===== src/include/sspc_pkg.sv =====
// Package: register map, field positions, reset values and timing constants for the sync/PLL control block
package sspc_pkg;
  // Register byte addresses (indices times four, printed offsets not all word aligned)
  localparam logic [7:0] idx_div_high  = 8'h01;
  localparam logic [7:0] idx_div_low   = 8'h02;
  localparam logic [7:0] idx_vco_pump  = 8'h03;
  localparam logic [7:0] idx_override  = 8'h0e;
  localparam logic [7:0] idx_status    = 8'h14;
  localparam logic [7:0] idx_sep_ticks = 8'h20;
  localparam logic [9:0] addr_div_high  = {idx_div_high, 2'b00};
  localparam logic [9:0] addr_div_low   = {idx_div_low, 2'b00};
  localparam logic [9:0] addr_vco_pump  = {idx_vco_pump, 2'b00};
  localparam logic [9:0] addr_override  = {idx_override, 2'b00};
  localparam logic [9:0] addr_status    = {idx_status, 2'b00};
  localparam logic [9:0] addr_sep_ticks = {idx_sep_ticks, 2'b00};
  // Field positions
  localparam int bit_hs_active   = 7;
  localparam int bit_hs_polarity = 5;
  localparam int bit_vs_active   = 4;
  localparam int bit_vs_polarity = 2;
  localparam int bit_sog_active  = 1;
  localparam int bit_ref_ovr     = 4;
  localparam int bit_ref_sel     = 3;
  localparam int bit_vs_ovr      = 1;
  localparam int bit_vs_sel      = 0;
  localparam int bit_comp_src    = 2;
  localparam int bit_coast_src   = 5;
  // Reset values
  localparam logic [11:0] rst_divider   = 12'h069d;
  localparam logic [7:0]  rst_vco_pump  = 8'h00;
  localparam logic [7:0]  rst_override  = 8'h00;
  localparam logic [7:0]  rst_sep_ticks = 8'h20;
  // Timing
  localparam int clk_hz           = 10_000_000;
  localparam int tick_hz          = 5_000_000;
  localparam int tick_div         = clk_hz / tick_hz;
  localparam int sync_settle      = 3;
  localparam int activity_time_us = 100;
  localparam int activity_cycles  = activity_time_us * (clk_hz / 1_000_000);
  localparam int vs_activity_ms   = 100;
  localparam int vs_activity_cycles = vs_activity_ms * (clk_hz / 1_000);
endpackage


===== src/logic/sspc_sync_pll_ctrl.sv =====
// Sync detection, source selection, sync separator and PLL control registers with AXI4-Lite slave
// Operation
// - Horizontal sync activity shown in status bit 7, one means active.
// - PLL reference picks green sync, horizontal, or override bit 3 per table.
// - Horizontal polarity: mostly low is positive, reported in status bit 5.
// - Horizontal sync is polarity-corrected before feeding the PLL reference.
// - Composite mux feeds separator from green sync or horizontal input.
// - Separator rejects composite changes shorter than programmable ticks, default 32.
// - Separator ticks run on an internal 5 MHz timebase.
// - Vertical sync activity shown in status bit 4.
// - Vertical polarity from vertical output duty, reported in status bit 2.
// - Vertical source picks vertical input, separator, or override bit 0 per table.
// - Coast may be driven by vertical input or separator output.
// - Twelve-bit divider from two registers divides by setting plus one.
// - Effective divider equals pixel periods per line.
// - Divider resets to 1693, division 1694.
// - Register three top bits select the VCO range.
// - Register three bits 5:3 select charge pump current.
// - Pixel clock reference is locked to the selected horizontal sync.
// - Green sync slicer activity shown in status bit 1.
`timescale 1ns/1ps
module sspc_sync_pll_ctrl (
  input  wire logic        aclk,
  input  wire logic        aresetn,
  input  wire logic [9:0]  s_axi_awaddr,
  input  wire logic        s_axi_awvalid,
  output logic             s_axi_awready,
  input  wire logic [31:0] s_axi_wdata,
  input  wire logic [3:0]  s_axi_wstrb,
  input  wire logic        s_axi_wvalid,
  output logic             s_axi_wready,
  output logic [1:0]       s_axi_bresp,
  output logic             s_axi_bvalid,
  input  wire logic        s_axi_bready,
  input  wire logic [9:0]  s_axi_araddr,
  input  wire logic        s_axi_arvalid,
  output logic             s_axi_arready,
  output logic [31:0]      s_axi_rdata,
  output logic [1:0]       s_axi_rresp,
  output logic             s_axi_rvalid,
  input  wire logic        s_axi_rready,
  input  wire logic        hsync_in,
  input  wire logic        vsync_in,
  input  wire logic        green_sync_in,
  output logic             pll_ref_out,
  output logic             pll_ref_selector,
  output logic             vert_sync_out,
  output logic             vert_source_selector,
  output logic             coast_out,
  output logic             sep_vsync_out,
  output logic [11:0]      pll_divide_by,
  output logic [1:0]       vco_range,
  output logic [2:0]       pump_current
);
  localparam int act_w  = 24;
  localparam logic [act_w-1:0] act_lim    = act_w'(sspc_pkg::activity_cycles);
  localparam logic [act_w-1:0] vs_act_lim = act_w'(sspc_pkg::vs_activity_cycles);
  localparam logic [1:0] resp_okay   = 2'b00;
  localparam logic [1:0] resp_slverr = 2'b10;

  // Two-flop synchronisers, then one more stage for edge detection
  logic [2:0] hs_sync;
  logic [2:0] vs_sync;
  logic [2:0] gs_sync;
  always_ff @(posedge aclk) begin
    if (!aresetn) begin
      hs_sync <= 3'h0;
      vs_sync <= 3'h0;
      gs_sync <= 3'h0;
    end else begin
      hs_sync <= {hs_sync[1:0], hsync_in};
      vs_sync <= {vs_sync[1:0], vsync_in};
      gs_sync <= {gs_sync[1:0], green_sync_in};
    end
  end
  wire logic hs   = hs_sync[1];
  wire logic vs   = vs_sync[1];
  wire logic gs   = gs_sync[1];
  // Edges count only once the synchroniser holds real pin levels,
  // else a pin resting high would look like an edge right after reset
  logic [1:0] warm;
  logic       primed;
  assign primed = warm == 2'(sspc_pkg::sync_settle);
  always_ff @(posedge aclk) begin
    if (!aresetn) begin
      warm <= 2'h0;
    end else if (!primed) begin
      warm <= warm + 2'h1;
    end
  end
  wire logic hs_e = primed && (hs_sync[1] ^ hs_sync[2]);
  wire logic vs_e = primed && (vs_sync[1] ^ vs_sync[2]);
  wire logic gs_e = primed && (gs_sync[1] ^ gs_sync[2]);

  // Registers
  logic [11:0] divider;
  logic [7:0]  vco_pump;
  logic [7:0]  override;
  logic [7:0]  sep_ticks;

  // Activity detectors: active while an edge was seen within the window
  // Limitation: a pin that goes quiet still reads active until the window runs out
  logic [act_w-1:0] hs_idle;
  logic [act_w-1:0] vs_idle;
  logic [act_w-1:0] gs_idle;
  logic             hs_active;
  logic             vs_active;
  logic             gs_active;
  always_ff @(posedge aclk) begin
    if (!aresetn) begin
      hs_idle   <= '0;
      hs_active <= 1'b0;
    end else if (hs_e) begin
      hs_idle   <= '0;
      hs_active <= 1'b1;
    end else if (hs_idle >= act_lim) begin
      hs_active <= 1'b0;
    end else begin
      hs_idle <= hs_idle + 1'b1;
    end
  end
  // Vertical window is long since frames are tens of milliseconds apart
  always_ff @(posedge aclk) begin
    if (!aresetn) begin
      vs_idle   <= '0;
      vs_active <= 1'b0;
    end else if (vs_e) begin
      vs_idle   <= '0;
      vs_active <= 1'b1;
    end else if (vs_idle >= vs_act_lim) begin
      vs_active <= 1'b0;
    end else begin
      vs_idle <= vs_idle + 1'b1;
    end
  end
  always_ff @(posedge aclk) begin
    if (!aresetn) begin
      gs_idle   <= '0;
      gs_active <= 1'b0;
    end else if (gs_e) begin
      gs_idle   <= '0;
      gs_active <= 1'b1;
    end else if (gs_idle >= act_lim) begin
      gs_active <= 1'b0;
    end else begin
      gs_idle <= gs_idle + 1'b1;
    end
  end

  // Duty-cycle polarity: up/down counter saturating, sign gives majority level
  // Saturation bounds how long an old majority takes to unwind after a swap
  logic signed [15:0] hs_duty;
  logic signed [15:0] vs_duty;
  logic               hs_pol;
  logic               vs_pol;
  always_ff @(posedge aclk) begin
    if (!aresetn) begin
      hs_duty <= 16'sh0000;
    end else if (hs && hs_duty != 16'sh7fff) begin
      hs_duty <= hs_duty + 16'sh0001;
    end else if (!hs && hs_duty != -16'sh7fff) begin
      hs_duty <= hs_duty - 16'sh0001;
    end
  end
  // Mostly low means positive
  assign hs_pol = hs_duty < 16'sh0000;
  always_ff @(posedge aclk) begin
    if (!aresetn) begin
      vs_duty <= 16'sh0000;
    end else if (vert_sync_out && vs_duty != 16'sh7fff) begin
      vs_duty <= vs_duty + 16'sh0001;
    end else if (!vert_sync_out && vs_duty != -16'sh7fff) begin
      vs_duty <= vs_duty - 16'sh0001;
    end
  end
  assign vs_pol = vs_duty < 16'sh0000;

  // Composite source mux and separator on a 5 MHz tick
  logic       comp_sync;
  logic [1:0] tick_cnt;
  logic       tick;
  logic [7:0] run_cnt;
  logic       sep_state;
  assign comp_sync = override[sspc_pkg::bit_comp_src] ? gs : hs;
  // Two bus clocks per tick
  assign tick = tick_cnt == 2'(sspc_pkg::tick_div - 1);
  always_ff @(posedge aclk) begin
    if (!aresetn) begin
      tick_cnt <= 2'h0;
    end else if (tick) begin
      tick_cnt <= 2'h0;
    end else begin
      tick_cnt <= tick_cnt + 2'h1;
    end
  end
  // A change must persist for sep_ticks ticks before the output follows it
  // Trade-off: any break restarts the count, so a glitch inside a long pulse delays it
  always_ff @(posedge aclk) begin
    if (!aresetn) begin
      run_cnt   <= 8'h00;
      sep_state <= 1'b0;
    end else if (comp_sync == sep_state) begin
      run_cnt <= 8'h00;
    end else if (run_cnt >= sep_ticks) begin
      sep_state <= comp_sync;
      run_cnt   <= 8'h00;
    end else if (tick) begin
      run_cnt <= run_cnt + 8'h01;
    end
  end

  // Selectors and outputs, all registered
  logic next_ref_sel;
  logic next_vs_sel;
  always_comb begin
    if (override[sspc_pkg::bit_ref_ovr]) begin
      next_ref_sel = override[sspc_pkg::bit_ref_sel];
    end else if (!hs_active && gs_active) begin
      next_ref_sel = 1'b1;
    end else if (hs_active && gs_active) begin
      next_ref_sel = override[sspc_pkg::bit_ref_sel];
    end else begin
      next_ref_sel = 1'b0;
    end
    if (override[sspc_pkg::bit_vs_ovr]) begin
      next_vs_sel = override[sspc_pkg::bit_vs_sel];
    end else if (vs_active) begin
      next_vs_sel = 1'b0;
    end else if (gs_active) begin
      next_vs_sel = 1'b1;
    end else begin
      next_vs_sel = override[sspc_pkg::bit_vs_sel];
    end
  end
  always_ff @(posedge aclk) begin
    if (!aresetn) begin
      pll_ref_selector     <= 1'b0;
      vert_source_selector <= 1'b0;
      pll_ref_out          <= 1'b0;
      vert_sync_out        <= 1'b0;
      coast_out            <= 1'b0;
      sep_vsync_out        <= 1'b0;
    end else begin
      pll_ref_selector     <= next_ref_sel;
      vert_source_selector <= next_vs_sel;
      // Inverted when mostly high so the PLL always sees high-going pulses
      pll_ref_out   <= next_ref_sel ? ~gs : (hs ^ ~hs_pol);
      vert_sync_out <= next_vs_sel ? sep_state : vs;
      coast_out     <= override[sspc_pkg::bit_coast_src] ? sep_state : vs;
      sep_vsync_out <= sep_state;
    end
  end
  always_ff @(posedge aclk) begin
    if (!aresetn) begin
      pll_divide_by <= sspc_pkg::rst_divider;
      vco_range     <= sspc_pkg::rst_vco_pump[7:6];
      pump_current  <= sspc_pkg::rst_vco_pump[5:3];
    end else begin
      // Effective division is setting plus one, pixel periods per line
      pll_divide_by <= divider;
      vco_range     <= vco_pump[7:6];
      pump_current  <= vco_pump[5:3];
    end
  end

  // AXI4-Lite write: address and data taken in either order
  // A new address may be taken while bvalid waits; it is applied after the response
  logic [9:0]  aw_addr;
  logic        aw_held;
  logic [31:0] w_data;
  logic [3:0]  w_strb;
  logic        w_held;
  logic        do_write;
  logic        wr_hit;
  assign do_write = aw_held && w_held && !s_axi_bvalid;
  assign wr_hit = aw_addr == sspc_pkg::addr_div_high || aw_addr == sspc_pkg::addr_div_low ||
                  aw_addr == sspc_pkg::addr_vco_pump || aw_addr == sspc_pkg::addr_override ||
                  aw_addr == sspc_pkg::addr_sep_ticks || aw_addr == sspc_pkg::addr_status;
  always_ff @(posedge aclk) begin
    if (!aresetn) begin
      s_axi_awready <= 1'b0;
      s_axi_wready  <= 1'b0;
      aw_held       <= 1'b0;
      w_held        <= 1'b0;
      aw_addr       <= 10'h000;
      w_data        <= 32'h0000_0000;
      w_strb        <= 4'h0;
      s_axi_bvalid  <= 1'b0;
      s_axi_bresp   <= resp_okay;
    end else begin
      s_axi_awready <= !aw_held && !s_axi_awready && s_axi_awvalid;
      s_axi_wready  <= !w_held && !s_axi_wready && s_axi_wvalid;
      if (s_axi_awvalid && s_axi_awready) begin
        aw_held <= 1'b1;
        aw_addr <= s_axi_awaddr;
      end
      if (s_axi_wvalid && s_axi_wready) begin
        w_held <= 1'b1;
        w_data <= s_axi_wdata;
        w_strb <= s_axi_wstrb;
      end
      if (do_write) begin
        aw_held      <= 1'b0;
        w_held       <= 1'b0;
        s_axi_bvalid <= 1'b1;
        s_axi_bresp  <= wr_hit ? resp_okay : resp_slverr;
      end else if (s_axi_bvalid && s_axi_bready) begin
        s_axi_bvalid <= 1'b0;
      end
    end
  end
  // Status offset accepted but writes discarded
  always_ff @(posedge aclk) begin
    if (!aresetn) begin
      divider   <= sspc_pkg::rst_divider;
      vco_pump  <= sspc_pkg::rst_vco_pump;
      override  <= sspc_pkg::rst_override;
      sep_ticks <= sspc_pkg::rst_sep_ticks;
    end else if (do_write && w_strb[0]) begin
      if (aw_addr == sspc_pkg::addr_div_high) begin
        divider[11:4] <= w_data[7:0];
      end else if (aw_addr == sspc_pkg::addr_div_low) begin
        divider[3:0] <= w_data[7:4];
      end else if (aw_addr == sspc_pkg::addr_vco_pump) begin
        vco_pump <= w_data[7:0];
      end else if (aw_addr == sspc_pkg::addr_override) begin
        override <= w_data[7:0];
      end else if (aw_addr == sspc_pkg::addr_sep_ticks) begin
        sep_ticks <= w_data[7:0];
      end
    end
  end

  // AXI4-Lite read
  // Unmapped offsets read as zero with an error response
  logic [7:0] status;
  assign status = {hs_active, 1'b0, hs_pol, vs_active, 1'b0, vs_pol, gs_active, 1'b0};
  always_ff @(posedge aclk) begin
    if (!aresetn) begin
      s_axi_arready <= 1'b0;
      s_axi_rvalid  <= 1'b0;
      s_axi_rdata   <= 32'h0000_0000;
      s_axi_rresp   <= resp_okay;
    end else begin
      s_axi_arready <= !s_axi_arready && !s_axi_rvalid && s_axi_arvalid;
      if (s_axi_arvalid && s_axi_arready) begin
        s_axi_rvalid <= 1'b1;
        s_axi_rresp  <= resp_okay;
        if (s_axi_araddr == sspc_pkg::addr_div_high) begin
          s_axi_rdata <= {24'h00_0000, divider[11:4]};
        end else if (s_axi_araddr == sspc_pkg::addr_div_low) begin
          s_axi_rdata <= {24'h00_0000, divider[3:0], 4'h0};
        end else if (s_axi_araddr == sspc_pkg::addr_vco_pump) begin
          s_axi_rdata <= {24'h00_0000, vco_pump};
        end else if (s_axi_araddr == sspc_pkg::addr_override) begin
          s_axi_rdata <= {24'h00_0000, override};
        end else if (s_axi_araddr == sspc_pkg::addr_status) begin
          s_axi_rdata <= {24'h00_0000, status};
        end else if (s_axi_araddr == sspc_pkg::addr_sep_ticks) begin
          s_axi_rdata <= {24'h00_0000, sep_ticks};
        end else begin
          s_axi_rdata <= 32'h0000_0000;
          s_axi_rresp <= resp_slverr;
        end
      end else if (s_axi_rvalid && s_axi_rready) begin
        s_axi_rvalid <= 1'b0;
      end
    end
  end
endmodule


===== config.mk =====
export PLATFORM = sky130hd
export DESIGN_NAME = sspc_sync_pll_ctrl
export DESIGN_NICKNAME = d
export VERILOG_FILES = /design/src/include/sspc_pkg.sv /design/src/logic/sspc_sync_pll_ctrl.sv
export SDC_FILE = /design/constraint.sdc
export NUM_CORES = 1
export LEC_CHECK = 0
export ABC_CLOCK_PERIOD_IN_PS = 3290
export BUFFER_PORTS_ARGS = -buffer_cell sky130_fd_sc_hd__buf_2
export CAP_MARGIN = 10
export CORE_MARGIN = 2
export CORE_UTILIZATION = 50
export CTS_BUF_LIST = sky130_fd_sc_hd__clkbuf_4
export DETAILED_ROUTE_END_ITERATION = 7
export PLACE_DENSITY = 0.73
export REMOVE_ABC_BUFFERS = 1
export SYNTH_ARGS = -nofsm -noshare
export SYNTH_HDL_FRONTEND = slang
export SYNTH_SLANG_ARGS = --single-unit

===== constraint.sdc =====
create_clock -name aclk -period 3.29 [get_ports aclk]
set_input_delay 0.1645 -clock aclk [delete_from_list [all_inputs] [get_ports aclk]]
set_output_delay 0.1645 -clock aclk [all_outputs]
set_load 0.03 [all_outputs]

==> flow_summary.json <==
{
  "synth.most_common_cell": "dfxtp_1",
  "vias": 8705,
  "layout-drive-gt1-share_pct": 14.47,
  "grt_pass1_wl_um": 39040,
  "layout_setup_ws_ns": 0.2121,
  "multi_input_area_um2": 5475,
  "async_flop_share_pct": 0,
  "status": "complete, no violations",
  "initial_utilization_pct": 50.98,
  "stdcell_count": 1604,
  "root_buffer": "clkbuf_4",
  "antenna_found_initial": 0,
  "row_count": 52,
  "grtUsageTotal_pct": 21.63,
  "hold_path_end": "s_axi_rresp[1]$_SDFFE_PN0P_",
  "dpl_cell_area_um2": 10890,
  "critical_path_class": "flip-flop to flip-flop",
  "gp_congestion": 0.8887,
  "fillers": 1831,
  "drt_wl_total_um": 23540,
  "grt_setup_unrepaired": "no",
  "synth_area_leaders": "dfxtp_1 43%, ha_1 5.7%, nor2_1 4.6%",
  "cts_tree": "done",
  "grt_overflow_total": 0,
  "nNetsFinal": 1415,
  "worstMarginPinSlew_ns": 0.8119,
  "clock_skew_ns": 0.03935,
  "worstHoldStart": "s_axi_araddr[5]",
  "yosysTopAreaCell": "dfxtp_1",
  "slew_headroom_pct": 45.42,
  "io-pin-count": 130,
  "ys_seq_elements": 224,
  "clkSlewWorstSetupHoldPaths_ns": 0.07,
  "drt_first_pass_iters": 4,
  "post-route-min-period_ns": 3.078,
  "avgRoutedWirePerCell_um": 14.67,
  "syn2layout_area_growth_pct": 15.05,
  "grt_pass1_vias": 8118,
  "finalHoldViolations": 0,
  "reg2reg_slack_ns": 0.21,
  "clock_latency_ns": 0.68,
  "min_path_type": "input port to flip-flop",
  "power_leakage_nw": 5.179,
  "slew_violations": 0,
  "setup.worst_path.start_class": "flip-flop",
  "portBuffers": 76,
  "worstPathRequired_ns": 3.90,
  "synth_top_flop_cell": "dfxtp_1",
  "max_freq_ghz": 0.3249,
  "place_inst": 1480,
  "synth.distinct_cells": 78,
  "dieArea_um2": 21800,
  "grt_max_degree": 44,
  "netlist_top_cells_count": "224 x dfxtp_1, 126 x nor2_1, 122 x nand2_1, 82 x a21oi_1, 47 x ha_1",
  "seqCellArea_um2": 4484,
  "cts_max_path_buffers": 3,
  "fin_crit_sh_pct": 93.55,
  "p_per_area_nw_per_um2": 621.6,
  "syn_inst": 1158,
  "maxCapViolations": 0,
  "cts.sinks": 224,
  "setup-violations-final": 0,
  "ys_seq_area_share_pct": 43.47,
  "dp_hpwl_um": 16390,
  "h-tree-depth": 2,
  "final_cell_area_um2": 11870,
  "synth_area_um2": 10320,
  "core_um2": 20230,
  "n_antenna_cell": 0,
  "avgSynthCellArea_um2": 8.909,
  "endpoint_kind": "flip-flop",
  "cp_max_fo": 9,
  "drc_errors": 0,
  "synth_top_cell_area_share_pct": 43.47,
  "r2r_start": "vs_duty[9]$_SDFFE_PN0P_",
  "arrival_ns": 3.68,
  "die_width_um": 147.6,
  "pre_cts_ws_ns": 0.1388,
  "synth-edff-count": 0,
  "drt_iter0_drc": 421,
  "r2r_end": "vs_duty[15]$_SDFFE_PN0P_",
  "setup_tns_ns": 0,
  "die_height_um": 147.6,
  "postRouteAntennaNets": 0,
  "hold_depth": 5,
  "numCtsBuffers": 58,
  "cts_setup_buffers": 0,
  "ys.warnings.count": 0,
  "peakVddDrop_v": 0.0003693,
  "reg2regPathDepth": 10,
  "via_per_inst": 5.427
}
-- cell type report --
class / count / share of cell area [%]
Inverter: 29 / 0.9171
Clock buffer: 84 / 5.313
Timing Repair Buffer: 120 / 6.620
Sequential cell: 224 / 37.78
Clock inverter: 10 / 0.3900
Tap cell: 270 / 2.846
Multi-Input combinational cell: 867 / 46.13
-- cells by family after synthesis --
kind of cell    Yosys count  synth area share (%)
other cells               1               0.03635
simple gates            467                 22.80
buf+inv                  92                 4.427
mux                      42                 4.087
compound gates          227                 14.34
fa+ha+maj                49                 6.089
xor+xnor                 56                 4.754
flops                   224                 43.47
-- power by group --
group	switching [mW]	leakage, nW	internal [mW]	total, mW
registers	0.165	1.82	2.91	3.07
clock network	1.07	0.404	1.15	2.23
logic	1.15	2.95	0.923	2.08
-- how the worst max path moves through the flow --
stage / from / end / slack, ns / cells past startpoint
2_1_floorplan: hs_duty[15]$_SDFFE_PN0P_ / hs_duty[6]$_SDFFE_PN0P_ / -0.12 / 9
3_3_place_gp: hs_duty[14]$_SDFFE_PN0P_ / hs_duty[6]$_SDFFE_PN0P_ / 0.22 / 10
3_5_place_dp: hs_duty[14]$_SDFFE_PN0P_ / hs_duty[6]$_SDFFE_PN0P_ / 0.14 / 10
4_1_cts: hs_duty[14]$_SDFFE_PN0P_ / hs_duty[6]$_SDFFE_PN0P_ / 0.10 / 10
5_1_grt: vs_duty[9]$_SDFFE_PN0P_ / vs_duty[15]$_SDFFE_PN0P_ / 0.03 / 10
6_report: vs_duty[9]$_SDFFE_PN0P_ / vs_duty[15]$_SDFFE_PN0P_ / 0.21 / 10
-- worst max-delay path, stage by stage (launching register included) --
cell and delay (ns):
dfxtp_1 0.40, nand4b_1 0.17, o41ai_4 0.43, buf_4 0.24, ha_1 0.31, a211oi_1 0.28
o21bai_1 0.15, o31ai_1 0.51, a41o_1 0.29, nor3_1 0.06, nor3_1 0.15
-- flip-flops by register name, indices dropped and copies added (netlist names), 10 cells and up --
name           cells
aw_addr           10
vs_idle           24
hs_idle           24
vs_duty           16
gs_idle           24
pll_divide_by     12
divider           12
hs_duty           16
-- cells in the final DEF (no fill, tap or decap), types with 35 or more instances in the layout --
cell type	count
a21oi_1	82
and3_1	43
buf_2	76
clkbuf_4	84
dfxtp_1	224
ha_1	47
mux2i_1	41
nand2_1	122
nor2_1	126
o21ai_0	39
xor2_1	35
-- through the flow --
| stage | util [%] | hold WS (ns) | power [mW] |
|---|---|---|---|
| finish | 58.66 | 0.07418 | 7.378 |
| global route | 58.66 | 0.1002 | 7.901 |
| CTS | 58.63 | 0.01297 | 7.428 |
| detailed placement | 53.80 | 0.3742 | 5.148 |
| global placement | 53.80 | 0.3687 | 5.091 |
| floorplan | - | 0.2264 | 4.685 |
-- per-layer routing --
layer  GRT usage [%]  up-vias  part of all wire, %
met3           4.321       38                  5.6
met4           5.577        0                  1.5
li1                -     4358                    -
met1           29.84     4070                   47
met2           34.84      239                   46
met5               0        -                    0
-- repair_timing --
action / in CTS / in global routing
setup endpoints to repair: 0 / 2
gates resized for setup: 0 / 2
hold endpoints to repair: 48 / 0
hold buffers: 30 / 0
(Power assumes the default switching activity.)
